===== src/hw/floppy_cfg_regs.vh =====
// register indices, field positions and reset values of the floppy
// logical device configuration bank and its configuration port.
// assumes the includer works on 8-bit index/data configuration cycles.
//
// Notes on behaviour
// defaults return only on hard resets
// mode bit 0 selects enhanced mode
// mode bit 1 selects non-burst dma
// mode bits 3:2 select interface mode
// mode bit 6 selects push-pull drivers
// mode bit 7 tri-states floppy outputs
// driver controls skip parallel port pins
// option bit 0 forces drive 0 protect
// forced protect covers parallel port drive
// option bits 3:2 override density output
// drive type byte, resets to 0xff
// index 0xf3 reads zero, read-only
// drive 0 setup fields and zero bits
// setup bit 6 disables precompensation
// drive 1 setup mirrors drive 0
// drive 0 is always boot drive
// bank visible only for device 0x00
// host writes index, then data port
// strap picks base, globals relocate it
// writes to zero bits are dropped
`ifndef FLOPPY_CFG_REGS_VH
`define FLOPPY_CFG_REGS_VH

`define IDX_LDN 8'h07
`define IDX_BASE_LO 8'h26
`define IDX_BASE_HI 8'h27
`define LDN_FLOPPY 8'h00

`define IDX_MODE 8'hf0
`define IDX_OPTION 8'hf1
`define IDX_TYPE 8'hf2
`define IDX_RSVD 8'hf3
`define IDX_DRV0 8'hf4
`define IDX_DRV1 8'hf5

`define RST_MODE 8'h0e
`define RST_OPTION 8'h00
`define RST_TYPE 8'hff
`define RST_DRV 8'h00
`define RST_LDN 8'h00

`define MASK_MODE 8'hcf
`define MASK_OPTION 8'h0d
`define MASK_TYPE 8'hff
`define MASK_DRV 8'h5b

`define BASE_STRAP0 16'h03f0
`define BASE_STRAP1 16'h0370

`define MODE_ENH 0
`define MODE_NONBURST 1
`define MODE_IF_LO 2
`define MODE_IF_HI 3
`define MODE_PUSH_PULL 6
`define MODE_TRISTATE 7

`define OPT_FORCE_PROTECT 0
`define OPT_DEN_LO 2
`define OPT_DEN_HI 3
`define DEN_FORCE_ONE 2'b10
`define DEN_FORCE_ZERO 2'b11

`define DRV_TYPE_LO 0
`define DRV_TYPE_HI 1
`define DRV_RATE_LO 3
`define DRV_RATE_HI 4
`define DRV_PRECOMP_OFF 6

`endif


===== src/hw/floppy_pin_driver.v =====
// output stage for the dedicated floppy pins.
// assumes the pad resolves the level from pin and enable.
`timescale 1ns/10ps
module floppy_pin_driver #(
	parameter WIDTH = 8
) (
	input wire core_clk_i,
	input wire arst_n_i,
	input wire [WIDTH-1:0] value_i,
	input wire push_pull_i,
	input wire tristate_i,
	output reg [WIDTH-1:0] pin_o,
	output reg [WIDTH-1:0] pin_oe_o
);

	always @(posedge core_clk_i or negedge arst_n_i) begin
		if (!arst_n_i) begin
			pin_o <= {WIDTH{1'b0}};
			pin_oe_o <= {WIDTH{1'b0}};
		end else if (tristate_i) begin
			// all high-z
			pin_o <= {WIDTH{1'b0}};
			pin_oe_o <= {WIDTH{1'b0}};
		end else if (push_pull_i) begin
			// push-pull drive
			pin_o <= value_i;
			pin_oe_o <= {WIDTH{1'b1}};
		end else begin
			// open-drain pulls low only
			pin_o <= {WIDTH{1'b0}};
			pin_oe_o <= ~value_i;
		end
	end

endmodule


===== src/hw/floppy_logical_device_config.v =====
// floppy logical device configuration bank behind an index/data port.
// assumes one-cycle synchronous io strobes; arst_n_i is the main
// power-on reset, the other hard resets arrive as synchronous levels.
`timescale 1ns/10ps
`include "floppy_cfg_regs.vh"
module floppy_logical_device_config #(
	parameter PIN_WIDTH = 8
) (
	input wire core_clk_i,
	input wire arst_n_i,
	input wire standby_por_i,
	input wire hard_reset_input_i,
	input wire soft_reset_i,
	input wire config_port_strap_i,
	input wire [15:0] io_addr_i,
	input wire io_wr_i,
	input wire io_rd_i,
	input wire [7:0] io_wdata_i,
	output reg [7:0] io_rdata_o,
	output reg io_rvalid_o,
	input wire [PIN_WIDTH-1:0] core_fdd_out_i,
	output wire [PIN_WIDTH-1:0] fdd_pin_o,
	output wire [PIN_WIDTH-1:0] fdd_pin_oe_o,
	input wire [PIN_WIDTH-1:0] core_pp_fdd_out_i,
	output reg [PIN_WIDTH-1:0] pp_fdd_pin_o,
	input wire pp_route_i,
	input wire write_protect_n_i,
	input wire drive0_select_n_i,
	input wire pp_write_protect_n_i,
	input wire pp_drive0_select_n_i,
	output reg core_write_protect_n_o,
	input wire core_density_i,
	output reg density_o,
	output reg enhanced_mode_two_o,
	output reg nonburst_dma_o,
	output reg [1:0] interface_mode_o,
	output reg [7:0] drive_type_store_o,
	output reg [1:0] drive0_type_sel_o,
	output reg [1:0] drive0_rate_table_sel_o,
	output reg drive0_precomp_disable_o,
	output reg [1:0] drive1_type_sel_o,
	output reg [1:0] drive1_rate_table_sel_o,
	output reg drive1_precomp_disable_o,
	output reg boot_drive_o
);

	// configuration port state
	reg [7:0] index_q;
	reg [7:0] ldn_q;
	reg [15:0] base_q;
	reg strap_done_q;

	// floppy bank
	reg [7:0] mode_q;
	reg [7:0] option_q;
	reg [7:0] type_q;
	reg [7:0] drv0_q;
	reg [7:0] drv1_q;

	wire hard_clear;
	wire hit_index;
	wire hit_data;
	wire wr_data;
	wire bank_sel;
	reg [7:0] rd_d;

	// masked write: bits held at zero never take a one
	function [7:0] masked;
		input [7:0] value;
		input [7:0] mask;
		begin
			masked = value & mask;
		end
	endfunction

	// density override from the two option bits
	function density_of;
		input [1:0] sel;
		input core_level;
		begin
			case (sel)
				`DEN_FORCE_ONE: density_of = 1'b1;
				`DEN_FORCE_ZERO: density_of = 1'b0;
				default: density_of = core_level;
			endcase
		end
	endfunction

	// protect is active low; force pulls it low while drive 0 selected
	function protect_n_of;
		input wp_n;
		input sel0_n;
		input force_on;
		begin
			protect_n_of = wp_n & ~(force_on & ~sel0_n);
		end
	endfunction

	// hard resets only
	assign hard_clear = standby_por_i | hard_reset_input_i;

	// index then data
	assign hit_index = (io_addr_i == base_q);
	assign hit_data = (io_addr_i == (base_q + 16'h0001));
	assign wr_data = io_wr_i & hit_data;

	// bank only for device zero
	assign bank_sel = (ldn_q == `LDN_FLOPPY);

	// strap is sampled on the first edge after reset release and again on every hard clear, so
	// no port value ever enters the asynchronous reset branch
	always @(posedge core_clk_i or negedge arst_n_i) begin
		if (!arst_n_i) begin
			strap_done_q <= 1'b0;
			base_q <= `BASE_STRAP0;
		end else if (hard_clear || !strap_done_q) begin
			// strap picks base
			strap_done_q <= 1'b1;
			base_q <= config_port_strap_i ? `BASE_STRAP1 : `BASE_STRAP0;
		end else if (wr_data && index_q == `IDX_BASE_LO) begin
			// relocate, even boundary
			base_q <= {base_q[15:8], io_wdata_i[7:1], 1'b0};
		end else if (wr_data && index_q == `IDX_BASE_HI) begin
			// relocate high byte
			base_q <= {io_wdata_i, base_q[7:0]};
		end
	end

	// index and device number are global state; a soft reset returns
	// the index only, so a half-done access cannot land elsewhere
	always @(posedge core_clk_i or negedge arst_n_i) begin
		if (!arst_n_i) begin
			index_q <= 8'h00;
		end else if (hard_clear || soft_reset_i) begin
			index_q <= 8'h00;
		end else if (io_wr_i && hit_index) begin
			// index write
			index_q <= io_wdata_i;
		end
	end

	always @(posedge core_clk_i or negedge arst_n_i) begin
		if (!arst_n_i) begin
			ldn_q <= `RST_LDN;
		end else if (hard_clear) begin
			ldn_q <= `RST_LDN;
		end else if (wr_data && index_q == `IDX_LDN) begin
			ldn_q <= io_wdata_i;
		end
	end

	// bank registers: soft reset is deliberately absent here
	always @(posedge core_clk_i or negedge arst_n_i) begin
		if (!arst_n_i) begin
			mode_q <= `RST_MODE;
			option_q <= `RST_OPTION;
			type_q <= `RST_TYPE;
			drv0_q <= `RST_DRV;
			drv1_q <= `RST_DRV;
		end else if (hard_clear) begin
			// defaults on hard reset
			mode_q <= `RST_MODE;
			option_q <= `RST_OPTION;
			type_q <= `RST_TYPE;
			drv0_q <= `RST_DRV;
			drv1_q <= `RST_DRV;
		end else if (wr_data && bank_sel) begin
			// zero bits dropped
			case (index_q)
				`IDX_MODE: mode_q <= masked(io_wdata_i, `MASK_MODE);
				`IDX_OPTION: option_q <= masked(io_wdata_i, `MASK_OPTION);
				// full byte store
				`IDX_TYPE: type_q <= masked(io_wdata_i, `MASK_TYPE);
				// drive 0 setup
				`IDX_DRV0: drv0_q <= masked(io_wdata_i, `MASK_DRV);
				// drive 1 setup
				`IDX_DRV1: drv1_q <= masked(io_wdata_i, `MASK_DRV);
				// reserved ignores writes
				default: mode_q <= mode_q;
			endcase
		end
	end

	// read mux for the data port
	always @* begin
		rd_d = 8'h00;
		case (index_q)
			`IDX_LDN: rd_d = ldn_q;
			`IDX_BASE_LO: rd_d = base_q[7:0];
			`IDX_BASE_HI: rd_d = base_q[15:8];
			default: rd_d = 8'h00;
		endcase
		if (bank_sel) begin
			// bank visible
			case (index_q)
				`IDX_MODE: rd_d = mode_q;
				`IDX_OPTION: rd_d = option_q;
				`IDX_TYPE: rd_d = type_q;
				// R12 reads zero
				`IDX_RSVD: rd_d = 8'h00;
				`IDX_DRV0: rd_d = drv0_q;
				`IDX_DRV1: rd_d = drv1_q;
				default: rd_d = rd_d;
			endcase
		end
	end

	// read answer one edge after the strobe; the index port reads back
	always @(posedge core_clk_i or negedge arst_n_i) begin
		if (!arst_n_i) begin
			io_rdata_o <= 8'h00;
			io_rvalid_o <= 1'b0;
		end else begin
			io_rvalid_o <= io_rd_i & (hit_index | hit_data);
			if (io_rd_i && hit_index) begin
				io_rdata_o <= index_q;
			end else if (io_rd_i && hit_data) begin
				io_rdata_o <= rd_d;
			end
		end
	end

	// output stage
	floppy_pin_driver #(
		.WIDTH(PIN_WIDTH)
	) u_pins (
		.core_clk_i(core_clk_i),
		.arst_n_i(arst_n_i),
		.value_i(core_fdd_out_i),
		.push_pull_i(mode_q[`MODE_PUSH_PULL]),
		.tristate_i(mode_q[`MODE_TRISTATE]),
		.pin_o(fdd_pin_o),
		.pin_oe_o(fdd_pin_oe_o)
	);

	// signals into the core and out to the muxing logic
	always @(posedge core_clk_i or negedge arst_n_i) begin
		if (!arst_n_i) begin
			pp_fdd_pin_o <= {PIN_WIDTH{1'b0}};
			core_write_protect_n_o <= 1'b1;
			density_o <= 1'b0;
		end else begin
			// parallel pins ungated
			pp_fdd_pin_o <= core_pp_fdd_out_i;
			if (pp_route_i) begin
				// forced protect via parallel
				core_write_protect_n_o <= protect_n_of(
					pp_write_protect_n_i, pp_drive0_select_n_i,
					option_q[`OPT_FORCE_PROTECT]);
			end else begin
				// forced protect drive 0
				core_write_protect_n_o <= protect_n_of(
					write_protect_n_i, drive0_select_n_i,
					option_q[`OPT_FORCE_PROTECT]);
			end
			// density override
			density_o <= density_of(
				option_q[`OPT_DEN_HI:`OPT_DEN_LO], core_density_i);
		end
	end

	// decoded settings, one edge behind the register
	always @(posedge core_clk_i or negedge arst_n_i) begin
		if (!arst_n_i) begin
			enhanced_mode_two_o <= 1'b0;
			nonburst_dma_o <= 1'b1;
			interface_mode_o <= 2'b11;
			drive_type_store_o <= `RST_TYPE;
			drive0_type_sel_o <= 2'b00;
			drive0_rate_table_sel_o <= 2'b00;
			drive0_precomp_disable_o <= 1'b0;
			drive1_type_sel_o <= 2'b00;
			drive1_rate_table_sel_o <= 2'b00;
			drive1_precomp_disable_o <= 1'b0;
			boot_drive_o <= 1'b0;
		end else begin
			// floppy mode
			enhanced_mode_two_o <= mode_q[`MODE_ENH];
			// dma style
			nonburst_dma_o <= mode_q[`MODE_NONBURST];
			// interface mode
			interface_mode_o <= mode_q[`MODE_IF_HI:`MODE_IF_LO];
			// type byte out
			drive_type_store_o <= type_q;
			// drive 0 fields
			drive0_type_sel_o <= drv0_q[`DRV_TYPE_HI:`DRV_TYPE_LO];
			drive0_rate_table_sel_o <= drv0_q[`DRV_RATE_HI:`DRV_RATE_LO];
			// precomp off
			drive0_precomp_disable_o <= drv0_q[`DRV_PRECOMP_OFF];
			// drive 1 fields
			drive1_type_sel_o <= drv1_q[`DRV_TYPE_HI:`DRV_TYPE_LO];
			drive1_rate_table_sel_o <= drv1_q[`DRV_RATE_HI:`DRV_RATE_LO];
			// precomp off
			drive1_precomp_disable_o <= drv1_q[`DRV_PRECOMP_OFF];
			// boot is drive 0
			boot_drive_o <= 1'b0;
		end
	end

endmodule


===== config.mk =====
export PLATFORM = sky130hd
export DESIGN_NAME = floppy_logical_device_config
export DESIGN_NICKNAME = d
export VERILOG_FILES = /design/src/hw/floppy_pin_driver.v /design/src/hw/floppy_logical_device_config.v
export VERILOG_INCLUDE_DIRS = /design/src /design/src/hw
export SDC_FILE = /design/constraint.sdc
export NUM_CORES = 1
export LEC_CHECK = 0
export BUFFER_PORTS_ARGS = -buffer_cell sky130_fd_sc_hd__buf_2
export CAP_MARGIN = 5
export CORE_ASPECT_RATIO = 2
export CORE_MARGIN = 5
export CORE_UTILIZATION = 54
export CTS_CLUSTER_SIZE = 24
export DETAILED_ROUTE_END_ITERATION = 8
export PLACE_DENSITY_LB_ADDON = 0.2
export SYNTH_ARGS = -nofsm -noshare
export SYNTH_HDL_FRONTEND = slang
export SYNTH_SLANG_ARGS = --single-unit

===== constraint.sdc =====
create_clock -name core_clk_i -period 2.71 [get_ports core_clk_i]
set_input_delay 0.271 -clock core_clk_i [delete_from_list [all_inputs] [get_ports core_clk_i]]
set_output_delay 0.271 -clock core_clk_i [all_outputs]
set_load 0.05 [all_outputs]

# Word-level counts from Yosys, hierarchy flattened
# Index checks and enable logic that the tools add are counted.
[word_totals]
register_bits = 130
inputBits = 54
elab_cells = 117
[op_classes]
n_addsub = 1
n_eq_ne = 14
mux = 34
bitwise_logic = 13
n_reduce_logical = 28
[op_table]
columns = ["operator", "count"]
rows = [
  ["$mux 8", 27],
  ["$eq 8x8->1 const B", 6],
  ["$mux 16", 3],
  ["$pmux 8 s6", 1],
  ["$eq 16x16->1", 2],
  ["$pmux 8 s3", 1],
  ["$reduce_bool 2->1", 11],
  ["$add 16x1->16 const B", 1],
  ["$eq 8x6->1 const B", 2],
  ["$reduce_and 2->1", 6],
  ["$eq 8x3->1 const B", 1],
  ["$logic_not 8->1", 1],
  ["$not 8->8", 1],
  ["$logic_and 1x1->1", 7],
  ["$and 1x1->1", 6],
  ["$eq 2x2->1 const B", 2],
  ["$not 1->1", 4],
  ["$logic_or 1x1->1", 2],
  ["$ne 2x2->1 const B", 1],
  ["$or 1x1->1", 2],
  ["$pmux 1 s2", 1],
  ["$logic_not 1->1", 1],
  ["$mux 1", 1],
]

# Logic depth before layout (Yosys ltp)
[logic_depth]
ltp_word = 7
depth_mapped = 8
ltp_nobuf = 5

# Cells and area by module
# A second synthesis with hierarchy kept.
[unflattened]
cells_unflattened = 474
area_unflattened_um2 = 5235.0
[by_module_without_submodules]
columns = ["module", "instances", "cells_per_inst", "area_each_um2", "seq_area_each_um2"]
rows = [
  ["floppy_logical_device_config", 1, 439, 4715.8, 2538.7],
  ["floppy_pin_driver", 1, 35, 519.2, 400.4],
]

# Worst setup path before layout
# Ideal clock, no wire load.
[synth_timing]
kind = "register -> register"
from = "reg ldn_q[3]"
to = "reg type_q[1]"
arrival_ns = 1.888
required_ns = 2.635
setup_slack_ns = 0.747
path_stages_with_launch = 6
period_less_slack_ns = 1.963
path_cell_list = "dfrtp_1 or4_1 nor4_4 and3_2 buf_6 mux2i_1"
[synth_via]
elab_chain_cells = 4
[synth_lines]
columns = ["item", "line_no", "source"]
rows = [
  ["start: declaration", "floppy_logical_device_config.v:49", "reg [7:0] ldn_q;"],
  ["start signal: assignment", "floppy_logical_device_config.v:144", "ldn_q <= `RST_LDN;"],
  ["start signal: assignment", "floppy_logical_device_config.v:146", "ldn_q <= `RST_LDN;"],
  ["start signal: assignment", "floppy_logical_device_config.v:148", "ldn_q <= io_wdata_i;"],
  ["$logic_not 8->1 (no line)", "-", ""],
  ["$logic_and 1x1->1", "floppy_logical_device_config.v:167", "end else if (wr_data && bank_sel) begin"],
  ["$reduce_bool 2->1 (no line)", "-", ""],
  ["$reduce_and 2->1 (no line)", "-", ""],
  ["end signal: assignment", "floppy_logical_device_config.v:157", "type_q <= `RST_TYPE;"],
  ["end signal: assignment", "floppy_logical_device_config.v:164", "type_q <= `RST_TYPE;"],
  ["end signal: assignment", "floppy_logical_device_config.v:173", "`IDX_TYPE: type_q <= masked(io_wdata_i, `MASK_TYPE);"],
  ["end: declaration", "floppy_logical_device_config.v:56", "reg [7:0] type_q;"],
]
# No other way between the ends.
# A chain may end at the register's enable or synchronous reset.

# Worst setup path in the final report
[layout_timing]
from = "reg base_q[9]"
to = "reg type_q[0]"
[layout_via]
elab_chain_cells = 6
[layout_lines]
columns = ["item", "line_no", "source"]
rows = [
  ["start: declaration", "floppy_logical_device_config.v:50", "reg [15:0] base_q;"],
  ["start signal: assignment", "floppy_logical_device_config.v:115", "base_q <= `BASE_STRAP0;"],
  ["start signal: assignment", "floppy_logical_device_config.v:119", "base_q <= config_port_strap_i ? `BASE_STRAP1 : `BASE_STRAP0;"],
  ["start signal: assignment", "floppy_logical_device_config.v:122", "base_q <= {base_q[15:8], io_wdata_i[7:1], 1'b0};"],
  ["$add 16x1->16", "floppy_logical_device_config.v:104", "assign hit_data = (io_addr_i == (base_q + 16'h0001));"],
  ["$eq 16x16->1", "floppy_logical_device_config.v:104", ""],
  ["$and 1x1->1", "floppy_logical_device_config.v:105", "assign wr_data = io_wr_i & hit_data;"],
  ["$logic_and 1x1->1", "floppy_logical_device_config.v:167", ""],
  ["$reduce_bool 2->1 (no line)", "-", ""],
  ["$reduce_and 2->1 (no line)", "-", ""],
]
# No other way between the ends.

==> metrics.md <==
| Metric | Value |
|---|---|
| Chip width | `79.0 um` |
| PD cells | `647 nW/um2` |
| Cell Count, Final, Fillers Out | `slightly below 700` |
| Share of flip-flops with an asynchronous set or reset | `100%` |
| Top-Level Pins | `112` |
| Max-Cap Viols | `0` |
| Slowest cell delay on critical path | `about 0.63 ns` |
| Post-route DRC | `0` |
| Crit-path slowest cell | `nor4_1` |
| Total setup buffers inserted after CTS | `0` |
| Startpoint types | `flip-flop` |
| Antenna Cells | `0` |
| Gr ovfl total | `0` |
| Worst skew pair latency | `0.41 ns` |
| Critical path peak fanout | `8` |
| Setup tns final | `0 ns` |
| Yosys reg bits | `116` |
| Overall routing resource usage | `between 20% and 30%` |
| Placed cell count | `654` |
| Synthesized area per cell | `around 11 um2` |
| 1st-iter DRT viols | `140` |
| Die height | `148 um` |
| Comb power frac | `5.7%` |
| Cell internal pwr | `3250 uW` |
| Drt wl/cell | `about 19 um` |
| Final min period | `2.42 ns` |
| Sequential cell area fraction in the yosys report | `57.1%` |
| CP arrival | `about 2.8 ns` |
| CORE AREA | `9320 um2` |
| Worst path bufs/invs | `0` |
| Total wire length | `about 14,000 um` |
| Leading cell types in the layout, fill and taps excluded | `buf_2, dfrtp_1, nand2_1` |
| Yosys cell types | `44` |
| I/O Buffers | `110` |
| DR vias | `between 3,000 and 4,000` |
| Critical path class | `reg -> reg` |
| VDD IR max | `492 uV` |
| CP Capture Type | `flip-flop` |
| Area growth, synth to finish | `26.1%` |
| Worst Skew | `0.00524 ns` |
| Synth Instances | `456` |
| DPL Wire Length | `9960 um` |
| Hold crit path type | `in -> reg` |
| Switch Pwr | `956 uW` |
| Yosys warns | `0` |
| Crit-path cells | `xor2_1 > nor4_1 > and4_1 > and3_2 > mux2i_1` |
| Fin. Hold Viols | `0` |
| Flop pwr share | `41.8%` |
| Routability Congestion | `between 0.9 and 1` |
| CTS clk-pin slew, worst paths | `roughly 0.050 ns` |
| Root buffer cell | `clkbuf_16` |
| Final #Nets | `633` |
| Clock buffer count from CTS | `17` |
| Unrepaired setup endpoints after global routing | `false` |
| CP top delay family | `simple AND/OR/NAND/NOR gates` |
| Starting Density | `between 50% and 60%` |
| Slew headroom | `52.4%` |
| Sw Share | `22.7%` |
| Clock sink count | `116` |
| Run status | `finished, final reports clean` |
| Leakage | `0.00312 uW` |
| Row Count | `50` |
| Post-synth net total | `510` |
| Max Clk Rate | `0.413 GHz` |
| Mean number of vias per cell | `5.63` |
| Post-synth top flop | `dfrtp_1` |
| First-pass GRT wire length | `21,400 um` |
| First drt pass iteration count | `6` |
| Largest net degree at the start of global routing | `82` |
| CTS tree | `yes` |
| Clock share of power | `52.5%` |
| Die area | `11,700 um2` |
| Pwr Total | `4200 uW` |
| Tightest Pin Transition | `0.707 ns` |
| Worst Path Required | `3.04 ns` |
| EDFF count, synth | `0` |
| Initial antenna violation count | `0` |
| DRT antenna net count | `0` |
| Vias in the first global route | `4,066` |
| Depth of the CTS H-tree | `4` |
| Commonest non-fill, non-tap cell in the layout | `buf_2` |
| Period utilization | `89.3%` |
| Final core occ | `69.7%` |
| Final setup fails | `0` |
| Layout cell share with drive strength beyond 1 | `35.3%` |
| Max Transition Viols Final | `0` |
| Post-Syn Area | `5150 um2` |
| Clock Tree Buf Depth | `2` |
| Post-cts resize count | `0` |
## metal layers
metal	GRT usage, %	wire [um]	vias up
li1	-	-	1824
met1	26.4	4740	1879
met2	42.9	7150	165
met3	5.70	825	47
met4	13.9	811	0
met5	0	0	-
## state kept, by name, indices dropped and copies added (netlist names), 8 cells and up
signal,count
drive_type_store_o,8
io_rdata_o,8
pp_fdd_pin_o,8
u_pins.pin_o,8
type_q,8
ldn_q,8
u_pins.pin_oe_o,8
base_q,15
index_q,8
## cells by family after synthesis
logic type                after synthesis  share of synthesized area, %
buffers and inverters                  34                          3.09
and+or+nand+nor                       161                          15.2
muxes                                  79                          15.8
xor gates and xnor gates               15                          2.55
AOI/OAI and AO/OA                      49                          6.12
other                                   2                         0.146
DFF                                   116                          57.1
## per-stage QoR
| step | hold WS (ns) | area, um2 | setup slack (ns) |
|---|---|---|---|
| 2_1_floorplan | -0.0246 | 5150 | 0.747 |
| 3_3_place_gp | 0.254 | 5800 | 0.367 |
| 3_5_place_dp | 0.262 | 5800 | 0.275 |
| 4_1_cts | 0.0312 | 6490 | 0.262 |
| 5_1_grt | 0.0437 | 6490 | 0.173 |
| 6_report | 0.0488 | 6490 | 0.291 |
## repair_timing
item                                    4_1_cts  5_1_grt
endpoints found under the setup margin        0        0
hold buffers                                 10        0
hold endpoints to repair                     38        0
## cell usage after synthesis, types with 2 or more instances
library cell	n	share of area (%)
o2bb2ai_1	2	0.34
xor2_1	15	2.6
dfstp_2	29	15
and4_1	2	0.34
inv_1	5	0.36
mux2_2	18	3.9
mux2i_1	61	12
buf_6	2	0.44
a21oi_1	18	1.7
nor3b_1	2	0.29
and3_2	3	0.44
nand2_1	64	4.7
a221o_1	2	0.39
nand3_1	23	2.2
dfrtp_1	87	42
nor2_1	31	2.3
o21ai_0	9	0.87
buf_4	4	0.58
a31oi_1	5	0.61
nor3_1	4	0.39
or4_1	3	0.44
nor4_1	4	0.49
nand3b_1	3	0.44
conb_1	2	0.15
nor4b_1	2	0.34
clkbuf_1	20	1.5
nor2b_1	3	0.36
a22o_1	7	1.2
o221ai_1	2	0.34
and2_1	10	1.2
## power by group through the flow
stage          Combinational (uW)  Sequential, uW  Clock, uW
5_1_grt                       260            1760       2340
6_report                      239            1760       2210
3_3_place_gp                  227            1790          0
4_1_cts                       241            1760       2240
2_1_floorplan                55.4            1840          0
3_5_place_dp                  229            1790          0
## worst register-to-register path, cell delays in order (launching register included)
cell and delay [ns]:
dfstp_2 0.55, xor2_1 0.06, nor4_1 0.63, and4_1 0.47, and3_2 0.39, mux2i_1 0.24
## worst paths after layout
kind,start,end,slack [ns],cells after the start
worst max-delay path,base_q[9],type_q[0],0.29,5
worst min-delay path,core_fdd_out_i[4],u_pins.pin_oe_o[4],0.05,2
worst max register to register,base_q[9],type_q[0],0.29,5
worst min register to register,mode_q[3],interface_mode_o[1],0.38,0
max in group asynchronous,arst_n_i,drive_type_store_o[4],1.52,3
min in group asynchronous,arst_n_i,drive0_rate_table_sel_o[0],0.37,2
## cell type report
class | count | area (um2)
sequential | 116 | 2940
multi-input combinational | 306 | 2050
timing repair buffer | 132 | 756
fill | 703 | 2830
clock inverter | 12 | 128
inverter | 6 | 22.5
clock buffer | 20 | 467
tap | 104 | 130
Power figures use the tool's default switching activity.
